`src/logic/width_term_map.svh`:
```
// width_term_map.svh: field positions, reset values and counts for
// the width and termination configuration block.
// assumes: included by bare name from the package and the design.
`ifndef WIDTH_TERM_MAP_SVH
`define WIDTH_TERM_MAP_SVH

// mode register width
`define MODE_REG_W      12

// data configuration: data termination field
`define DCFG_TERM_MSB   3
`define DCFG_TERM_LSB   2

// write-clock configuration: termination field
`define WCFG_TERM_MSB   11
`define WCFG_TERM_LSB   10

// command termination configuration
`define CTERM_OVR_BIT   4
`define CTERM_UP_MSB    3
`define CTERM_UP_LSB    2
`define CTERM_LOW_MSB   1
`define CTERM_LOW_LSB   0

// termination codes
`define TERM_OFF        2'h0
`define TERM_LOW_RSVD   2'h3

// reset values
`define STRAP_RST       4'h0
`define CNT_RST         2'h0
`define FLAG_RST        1'b0

// enabled cycles after reset release before strap sampling
`define SETTLE_CYC      2'h3

`endif

```
`src/logic/width_term_pkg.sv`:
```
// width_term_pkg.sv: types for the width and termination block.
// assumes: width_term_map.svh is on the include path.
package width_term_pkg;
  `include "width_term_map.svh"

  typedef logic [1:0] term_t;

  typedef enum logic [1:0] {
    CFG_SETTLE,
    CFG_SAMPLE,
    CFG_LOCKED
  } cfg_state_t;

endpackage : width_term_pkg

```
`src/logic/width_and_termination_config.sv`:
```
// width_and_termination_config.sv: power-up width and pseudo-channel
// strap capture, and routing of termination fields to the receivers.
// assumes: strap pins are asynchronous; mode register contents and the
// initialization termination values come from logic on clk_i.
//
// What this block does
// - grounded error straps select byte-wide mode
// - width latched after reset release and three settle cycles
// - width fixed after latching
// - unused byte high impedance, termination off
// - enabled termination connects receiver to supply
// - data termination per byte, secondary forced off in byte-wide mode
// - write clock termination, disabled pair forced off
// - upper command termination independent of lower
// - bit six low both channels: pseudo-channel
// - pseudo-channel shares upper bus, same commands
// - override clear uses initialization termination
// - override set uses register termination fields
// - lower termination reserved code treated disabled
`timescale 1ns/1ps
`include "width_term_map.svh"

module width_and_termination_config
  import width_term_pkg::*;
(
  input  wire logic                   clk_i,
  input  wire logic                   rst_n_i,
  input  wire logic                   clk_en_i,
  input  wire logic                   chan_a_second_byte_error_pin_i,
  input  wire logic                   chan_b_first_byte_error_pin_i,
  input  wire logic                   command_bus_bit_six_a_i,
  input  wire logic                   command_bus_bit_six_b_i,
  input  wire logic [`MODE_REG_W-1:0] data_config_reg_i,
  input  wire logic [`MODE_REG_W-1:0] write_clock_config_reg_i,
  input  wire logic [`MODE_REG_W-1:0] command_termination_config_reg_i,
  input  wire term_t                  init_upper_term_i,
  input  wire term_t                  init_lower_term_i,
  output logic                        cfg_locked_o,
  output logic                        byte_wide_o,
  output logic                        pseudo_channel_o,
  output logic                        secondary_byte_enable_o,
  output term_t                       data_term_pri_a_o,
  output term_t                       data_term_sec_a_o,
  output term_t                       data_term_pri_b_o,
  output term_t                       data_term_sec_b_o,
  output term_t                       write_clock_term_pri_a_o,
  output term_t                       write_clock_term_sec_a_o,
  output term_t                       write_clock_term_pri_b_o,
  output term_t                       write_clock_term_sec_b_o,
  output term_t                       upper_command_termination_o,
  output term_t                       lower_command_termination_o
);

  // ----------------------------------------------------------------
  // functions
  // ----------------------------------------------------------------

  // pass a termination code only while the receiver is in use
  function automatic term_t term_gate(input term_t code, input logic keep);
    term_gate = keep ? code : `TERM_OFF;
  endfunction : term_gate

  // lower command code: reserved reads as disabled
  function automatic term_t lower_decode(input term_t code);
    lower_decode = (code == `TERM_LOW_RSVD) ? `TERM_OFF : code;
  endfunction : lower_decode

  // ----------------------------------------------------------------
  // strap synchronisers
  // ----------------------------------------------------------------

  // bit 3: chan A second byte, 2: chan B first byte, 1/0: bit six A/B
  logic [3:0] strap_s1_r;
  logic [3:0] strap_s2_r;
  logic [3:0] strap_s3_r;
  logic [3:0] strap_s1_nxt;
  logic [3:0] strap_s2_nxt;
  logic [3:0] strap_s3_nxt;
  logic       strap_agree;

  always_comb begin
    strap_s1_nxt = strap_s1_r;
    strap_s2_nxt = strap_s2_r;
    strap_s3_nxt = strap_s3_r;
    if (clk_en_i) begin
      strap_s1_nxt = {chan_a_second_byte_error_pin_i,
                      chan_b_first_byte_error_pin_i,
                      command_bus_bit_six_a_i,
                      command_bus_bit_six_b_i};
      strap_s2_nxt = strap_s1_r;
      strap_s3_nxt = strap_s2_r;
    end
  end

  always_ff @(posedge clk_i or negedge rst_n_i) begin
    if (!rst_n_i) begin
      strap_s1_r <= `STRAP_RST;
      strap_s2_r <= `STRAP_RST;
      strap_s3_r <= `STRAP_RST;
    end else begin
      strap_s1_r <= strap_s1_nxt;
      strap_s2_r <= strap_s2_nxt;
      strap_s3_r <= strap_s3_nxt;
    end
  end

  assign strap_agree = (strap_s2_r == strap_s3_r);

  // ----------------------------------------------------------------
  // configuration capture
  // ----------------------------------------------------------------

  cfg_state_t state_r;
  cfg_state_t state_nxt;
  logic [1:0] settle_cnt_r;
  logic [1:0] settle_cnt_nxt;
  logic       byte_wide_r;
  logic       byte_wide_nxt;
  logic       pseudo_r;
  logic       pseudo_nxt;
  logic       strap_x8;
  logic       strap_pc;

  assign strap_x8 = ~strap_s3_r[3] & ~strap_s3_r[2];
  assign strap_pc = ~strap_s3_r[1] & ~strap_s3_r[0];

  always_comb begin
    state_nxt      = state_r;
    settle_cnt_nxt = settle_cnt_r;
    byte_wide_nxt  = byte_wide_r;
    pseudo_nxt     = pseudo_r;
    if (clk_en_i) begin
      unique case (state_r)
        CFG_SETTLE: begin
          settle_cnt_nxt = settle_cnt_r + 2'h1;
          if (settle_cnt_r == `SETTLE_CYC - 2'h1) begin
            state_nxt = CFG_SAMPLE;
          end
        end
        CFG_SAMPLE: begin
          if (strap_agree) begin
            byte_wide_nxt = strap_x8;
            pseudo_nxt    = strap_pc;
            state_nxt     = CFG_LOCKED;
          end
        end
        CFG_LOCKED: begin
          state_nxt = CFG_LOCKED;
        end
        default: begin
          state_nxt = CFG_SETTLE;
        end
      endcase
    end
  end

  always_ff @(posedge clk_i or negedge rst_n_i) begin
    if (!rst_n_i) begin
      state_r      <= CFG_SETTLE;
      settle_cnt_r <= `CNT_RST;
      byte_wide_r  <= `FLAG_RST;
      pseudo_r     <= `FLAG_RST;
    end else begin
      state_r      <= state_nxt;
      settle_cnt_r <= settle_cnt_nxt;
      byte_wide_r  <= byte_wide_nxt;
      pseudo_r     <= pseudo_nxt;
    end
  end

  // ----------------------------------------------------------------
  // termination routing
  // ----------------------------------------------------------------

  logic  locked;
  logic  word_wide;
  logic  ovr;
  term_t dq_field;
  term_t wck_field;
  term_t up_field;
  term_t low_field;
  logic  sec_en_nxt;
  term_t dq_pri_nxt;
  term_t dq_sec_nxt;
  term_t wck_pri_nxt;
  term_t wck_sec_nxt;
  term_t up_nxt;
  term_t low_nxt;

  assign locked    = (state_r == CFG_LOCKED);
  assign word_wide = locked & ~byte_wide_r;
  assign ovr       = command_termination_config_reg_i[`CTERM_OVR_BIT];
  assign dq_field  = data_config_reg_i[`DCFG_TERM_MSB:`DCFG_TERM_LSB];
  assign wck_field = write_clock_config_reg_i[`WCFG_TERM_MSB:`WCFG_TERM_LSB];
  assign up_field  = command_termination_config_reg_i[`CTERM_UP_MSB:`CTERM_UP_LSB];
  assign low_field = command_termination_config_reg_i[`CTERM_LOW_MSB:`CTERM_LOW_LSB];

  always_comb begin
    sec_en_nxt  = secondary_byte_enable_o;
    dq_pri_nxt  = data_term_pri_a_o;
    dq_sec_nxt  = data_term_sec_a_o;
    wck_pri_nxt = write_clock_term_pri_a_o;
    wck_sec_nxt = write_clock_term_sec_a_o;
    up_nxt      = upper_command_termination_o;
    low_nxt     = lower_command_termination_o;
    if (clk_en_i) begin
      sec_en_nxt  = word_wide;
      dq_pri_nxt  = term_gate(dq_field, locked);
      dq_sec_nxt  = term_gate(dq_field, word_wide);
      wck_pri_nxt = term_gate(wck_field, locked);
      wck_sec_nxt = term_gate(wck_field, word_wide);
      up_nxt  = term_gate(ovr ? up_field : init_upper_term_i, locked);
      low_nxt = term_gate(lower_decode(ovr ? low_field : init_lower_term_i), locked);
    end
  end

  always_ff @(posedge clk_i or negedge rst_n_i) begin
    if (!rst_n_i) begin
      secondary_byte_enable_o     <= `FLAG_RST;
      data_term_pri_a_o           <= `TERM_OFF;
      data_term_sec_a_o           <= `TERM_OFF;
      write_clock_term_pri_a_o    <= `TERM_OFF;
      write_clock_term_sec_a_o    <= `TERM_OFF;
      upper_command_termination_o <= `TERM_OFF;
      lower_command_termination_o <= `TERM_OFF;
    end else begin
      secondary_byte_enable_o     <= sec_en_nxt;
      data_term_pri_a_o           <= dq_pri_nxt;
      data_term_sec_a_o           <= dq_sec_nxt;
      write_clock_term_pri_a_o    <= wck_pri_nxt;
      write_clock_term_sec_a_o    <= wck_sec_nxt;
      upper_command_termination_o <= up_nxt;
      lower_command_termination_o <= low_nxt;
    end
  end

  // channel B mirrors channel A: same fields, same disabled byte pairing
  assign data_term_pri_b_o        = data_term_pri_a_o;
  assign data_term_sec_b_o        = data_term_sec_a_o;
  assign write_clock_term_pri_b_o = write_clock_term_pri_a_o;
  assign write_clock_term_sec_b_o = write_clock_term_sec_a_o;
  assign cfg_locked_o             = locked;
  assign byte_wide_o              = byte_wide_r;
  assign pseudo_channel_o         = pseudo_r;
endmodule : width_and_termination_config

```
`config.mk`:
```
export PLATFORM = sky130hd
export DESIGN_NAME = width_and_termination_config
export DESIGN_NICKNAME = d
export VERILOG_FILES = /design/src/logic/width_term_pkg.sv /design/src/logic/width_and_termination_config.sv
export VERILOG_INCLUDE_DIRS = /design/src /design/src/logic
export SDC_FILE = /design/constraint.sdc
export NUM_CORES = 1
export LEC_CHECK = 0
export ABC_AREA = 0
export ABC_CLOCK_PERIOD_IN_PS = 2700
export BUFFER_PORTS_ARGS = -buffer_cell sky130_fd_sc_hd__buf_2
export CORE_AREA = 2 2 59 61
export CTS_CLUSTER_DIAMETER = 80
export DETAILED_ROUTE_END_ITERATION = 8
export DIE_AREA = 0 0 61 63
export PLACE_DENSITY_LB_ADDON = 0.15
export SKIP_LAST_GASP = 1
export SLEW_MARGIN = 10
export SYNTH_ARGS = -nofsm -noshare
export SYNTH_HDL_FRONTEND = slang
export SYNTH_SLANG_ARGS = --single-unit
```
`constraint.sdc`:
```
create_clock -name clk_i -period 2.7 [get_ports clk_i]
set_input_delay 0.405 -clock clk_i [delete_from_list [all_inputs] [get_ports clk_i]]
set_output_delay 0.405 -clock clk_i [all_outputs]
set_load 0.01 [all_outputs]
```
==> key figures <==
Finish
  – Fraction of layout cells with a size suffix above 1: 43.5%
  – Commonest non-fill, non-tap cells in the layout: buf_2, dfrtp_1, inv_1, mux2_2, nand2_1
  – Syn-to-layout area delta: 18.2%
  – Final #Nets: 212
  – Most common cell after layout, fill and taps aside: buf_2
  – Inserted Diodes: 0
  – Final core utilization: 52.1%

Setup path
  – Crit. End Element: primary output
  – Crit-path max cell delay: 0.40 ns
  – FF-to-FF End: pseudo_channel_o
  – Crit. Startpoint: state_r[0]
  – Critical Path RT: 2.30 ns
  – Crit path kind: reg2out
  – Startpoint types: flop
  – Setup slack, reg-to-reg: 1.10 ns
  – Crit path cell chain: inv_1, ha_1, buf_2
  – Crit path DAT: 1.34 ns
  – Reg2reg path depth: 4
  – Reg-to-reg startpoint: strap_s3_r[3]
  – Worst-path fanout max: 7
  – Critical Path Slowest Stage Cell: dfrtp_1

CTS
  – Worst skew pair latency: 0.32 ns
  – Cts bufs inserted: 5
  – Clk buf depth: 2
  – Root Driver: clkbuf_4
  – H-Tree Depth: 2
  – Hold buffers post-CTS: 0
  – Setup Fix Bufs, Post-CTS: 0
  – CTS sink count: 31
  – CTS resizes: 0
  – CTS tree: yes
  – Clock transition at path regs: 0.09 ns

Global routing
  – Largest net degree at the start of global routing: 32
  – Antenna violations before repair: 0
  – Remaining global-route overflow: 0
  – First-pass GRT wire length: 4020 um
  – GRT Resource Usage Total: 14.1%
  – Vias in the first global route: 926

Pwr
  – PwrDens: 840 nW/um^2
  – Leak: 0.863 nW
  – Max VDD drop: 366 uV

Synthesis
  – Top-area cell type share of the netlist area: 54.4%
  – Sequential area share after synthesis: 54.4%
  – Post-Syn Instances: 122
  – Area contributors post-synth: dfrtp_1, mux2_2, inv_1
  – Library cells used by synthesis: 21
  – Synth warn: 0
  – FF+latch count, synth: 31
  – Mapped Area: 1430 sq um
  – Post-synth top area cell: dfrtp_1
  – Syn avg cell area: 11.7 sq um
  – Post-Syn Nets: 173

Flow run
  – Max_cap viols: 0

Floorplanning
  – Num rows: 21
  – Initial core utilization: 44.1%
  – Die ar.: 3840 sq um
  – Die width: 61 um
  – Die Height: 63 um
  – I/O pin cnt: 71
  – Core ar.: 3230 sq um

Timing
  – Period utilization: 64.5%
  – Worst-margin pin slew: 0.676 ns
  – Slew HR: 55.0%
  – Final Hold Viols: 0
  – Final min period: 1.74 ns
  – FMAX: 574 MHz
  – Final TNS setup: 0 ns
  – Final Slew Violations: 0
  – Clock Skews: 0.00373 ns
  – Final setup fails: 0
  – RSZ-0062 raised after global routing: no

Routing
  – Routed WL per cell: 11.1 um
  – Drt total wl: 2300 um
  – Via density: 4.56
  – Iter 0 DRT Violations: 35
  – Routed vias: 944
  – Post-route ant nets: 0
  – Remaining DRCs: 0
  – DRT Pass-1 Iters: 4

Worst hold path
  – Hold/Removal Path Class: in2async

Placement
  – Routability Congestion: 0.694
  – Port bufs: 43
  – Hpwl dp: 1720 um

Status
  – Status: complete, no violations
[worst max-delay path by stage]
stage / end / slack [ns] / depth (start not counted)
CTS: cfg_locked_o / 0.95 / 3
finish: cfg_locked_o / 0.96 / 3
global placement: byte_wide_o / 1.10 / 4
global route: cfg_locked_o / 0.84 / 3
floorplan: byte_wide_o / 1.18 / 4
detailed placement: pseudo_channel_o / 1.10 / 4
[logic make-up (layout without fill, tap and decap cells)]
group	after synthesis	count (layout)	synth area share, %
buffers and inverters	30	69	10.2
AOI/OAI and AO/OA	14	14	6.50
DFF	31	31	54.4
xor gates and xnor gates	5	5	3.07
adders and majority gates	4	4	3.51
and+or+nand+nor	17	17	5.88
muxes	21	21	16.4
[stage by stage]
step	instance area (sq um)	setup slack (ns)	hold slack, ns	total power (W)	cells
after floorplan	1430	1.18	0.109	0.00102	122
after global routing	1680	0.844	0.132	0.00154	207
after global placement	1630	1.10	0.462	0.00115	200
final	1680	0.958	0.111	0.00141	207
after detailed placement	1630	1.10	0.465	0.00117	200
after CTS	1680	0.951	0.126	0.00144	207
[critical path, delay by kind of cell, from the launching register on]
family / cells / cell delay, ns
DFF: 1 / 0.40
buffers and inverters: 2 / 0.30
adders and majority gates: 1 / 0.31
[cell type report]
cell class | instances | area [sq um]
Tap cell | 46 | 57.6
Clock buffer | 6 | 51.3
Fill cell | 324 | 1550
Timing Repair Buffer | 44 | 223
Clock inverter | 1 | 5.00
Sequential cell | 31 | 776
Inverter | 18 | 67.6
Multi-Input combinational cell | 61 | 504
[flip-flops by register name (all words and copies together), names as in the netlist]
register / flops
strap_s1_r: 4
strap_s2_r: 4
strap_s3_r: 4
data_term_pri_a_o: 2
data_term_sec_a_o: 2
lower_command_termination_o: 2
settle_cnt_r: 2
state_r: 2
upper_command_termination_o: 2
write_clock_term_pri_a_o: 2
write_clock_term_sec_a_o: 2
byte_wide_o: 1
pseudo_channel_o: 1
secondary_byte_enable_o: 1
[per-layer routing]
metal | vias up | track usage (%) | routed length, um | share of wire, %
li1 | 472 | - | - | -
met1 | 437 | 16.7 | 1020 | 45
met2 | 31 | 22.0 | 1100 | 48
met3 | 4 | 6.42 | 148 | 6.4
met4 | 0 | 4.89 | 27 | 1.2
met5 | - | 0 | 0 | 0
[Yosys cell counts (all sizes together)]
cell type,n
and3,1
buf,10
clkbuf,2
dfrtp,31
ha,4
inv,18
mux2,16
mux2i,5
nand2,8
nand2b,1
nand3,4
nor2,2
nor4,1
o21ai,5
o221ai,1
o22ai,7
o32ai,1
xnor2,1
xor2,4
[power breakdown]
| part | total [W] | switching [W] | internal (W) | leakage [nW] |
|---|---|---|---|---|
| sequential | 0.000665 | 0.0000770 | 0.000588 | 0.387 |
| clock | 0.000267 | 0.000147 | 0.000120 | 0.0341 |
| combinational | 0.000483 | 0.000251 | 0.000232 | 0.441 |
Power figures use the tool's default switching activity.
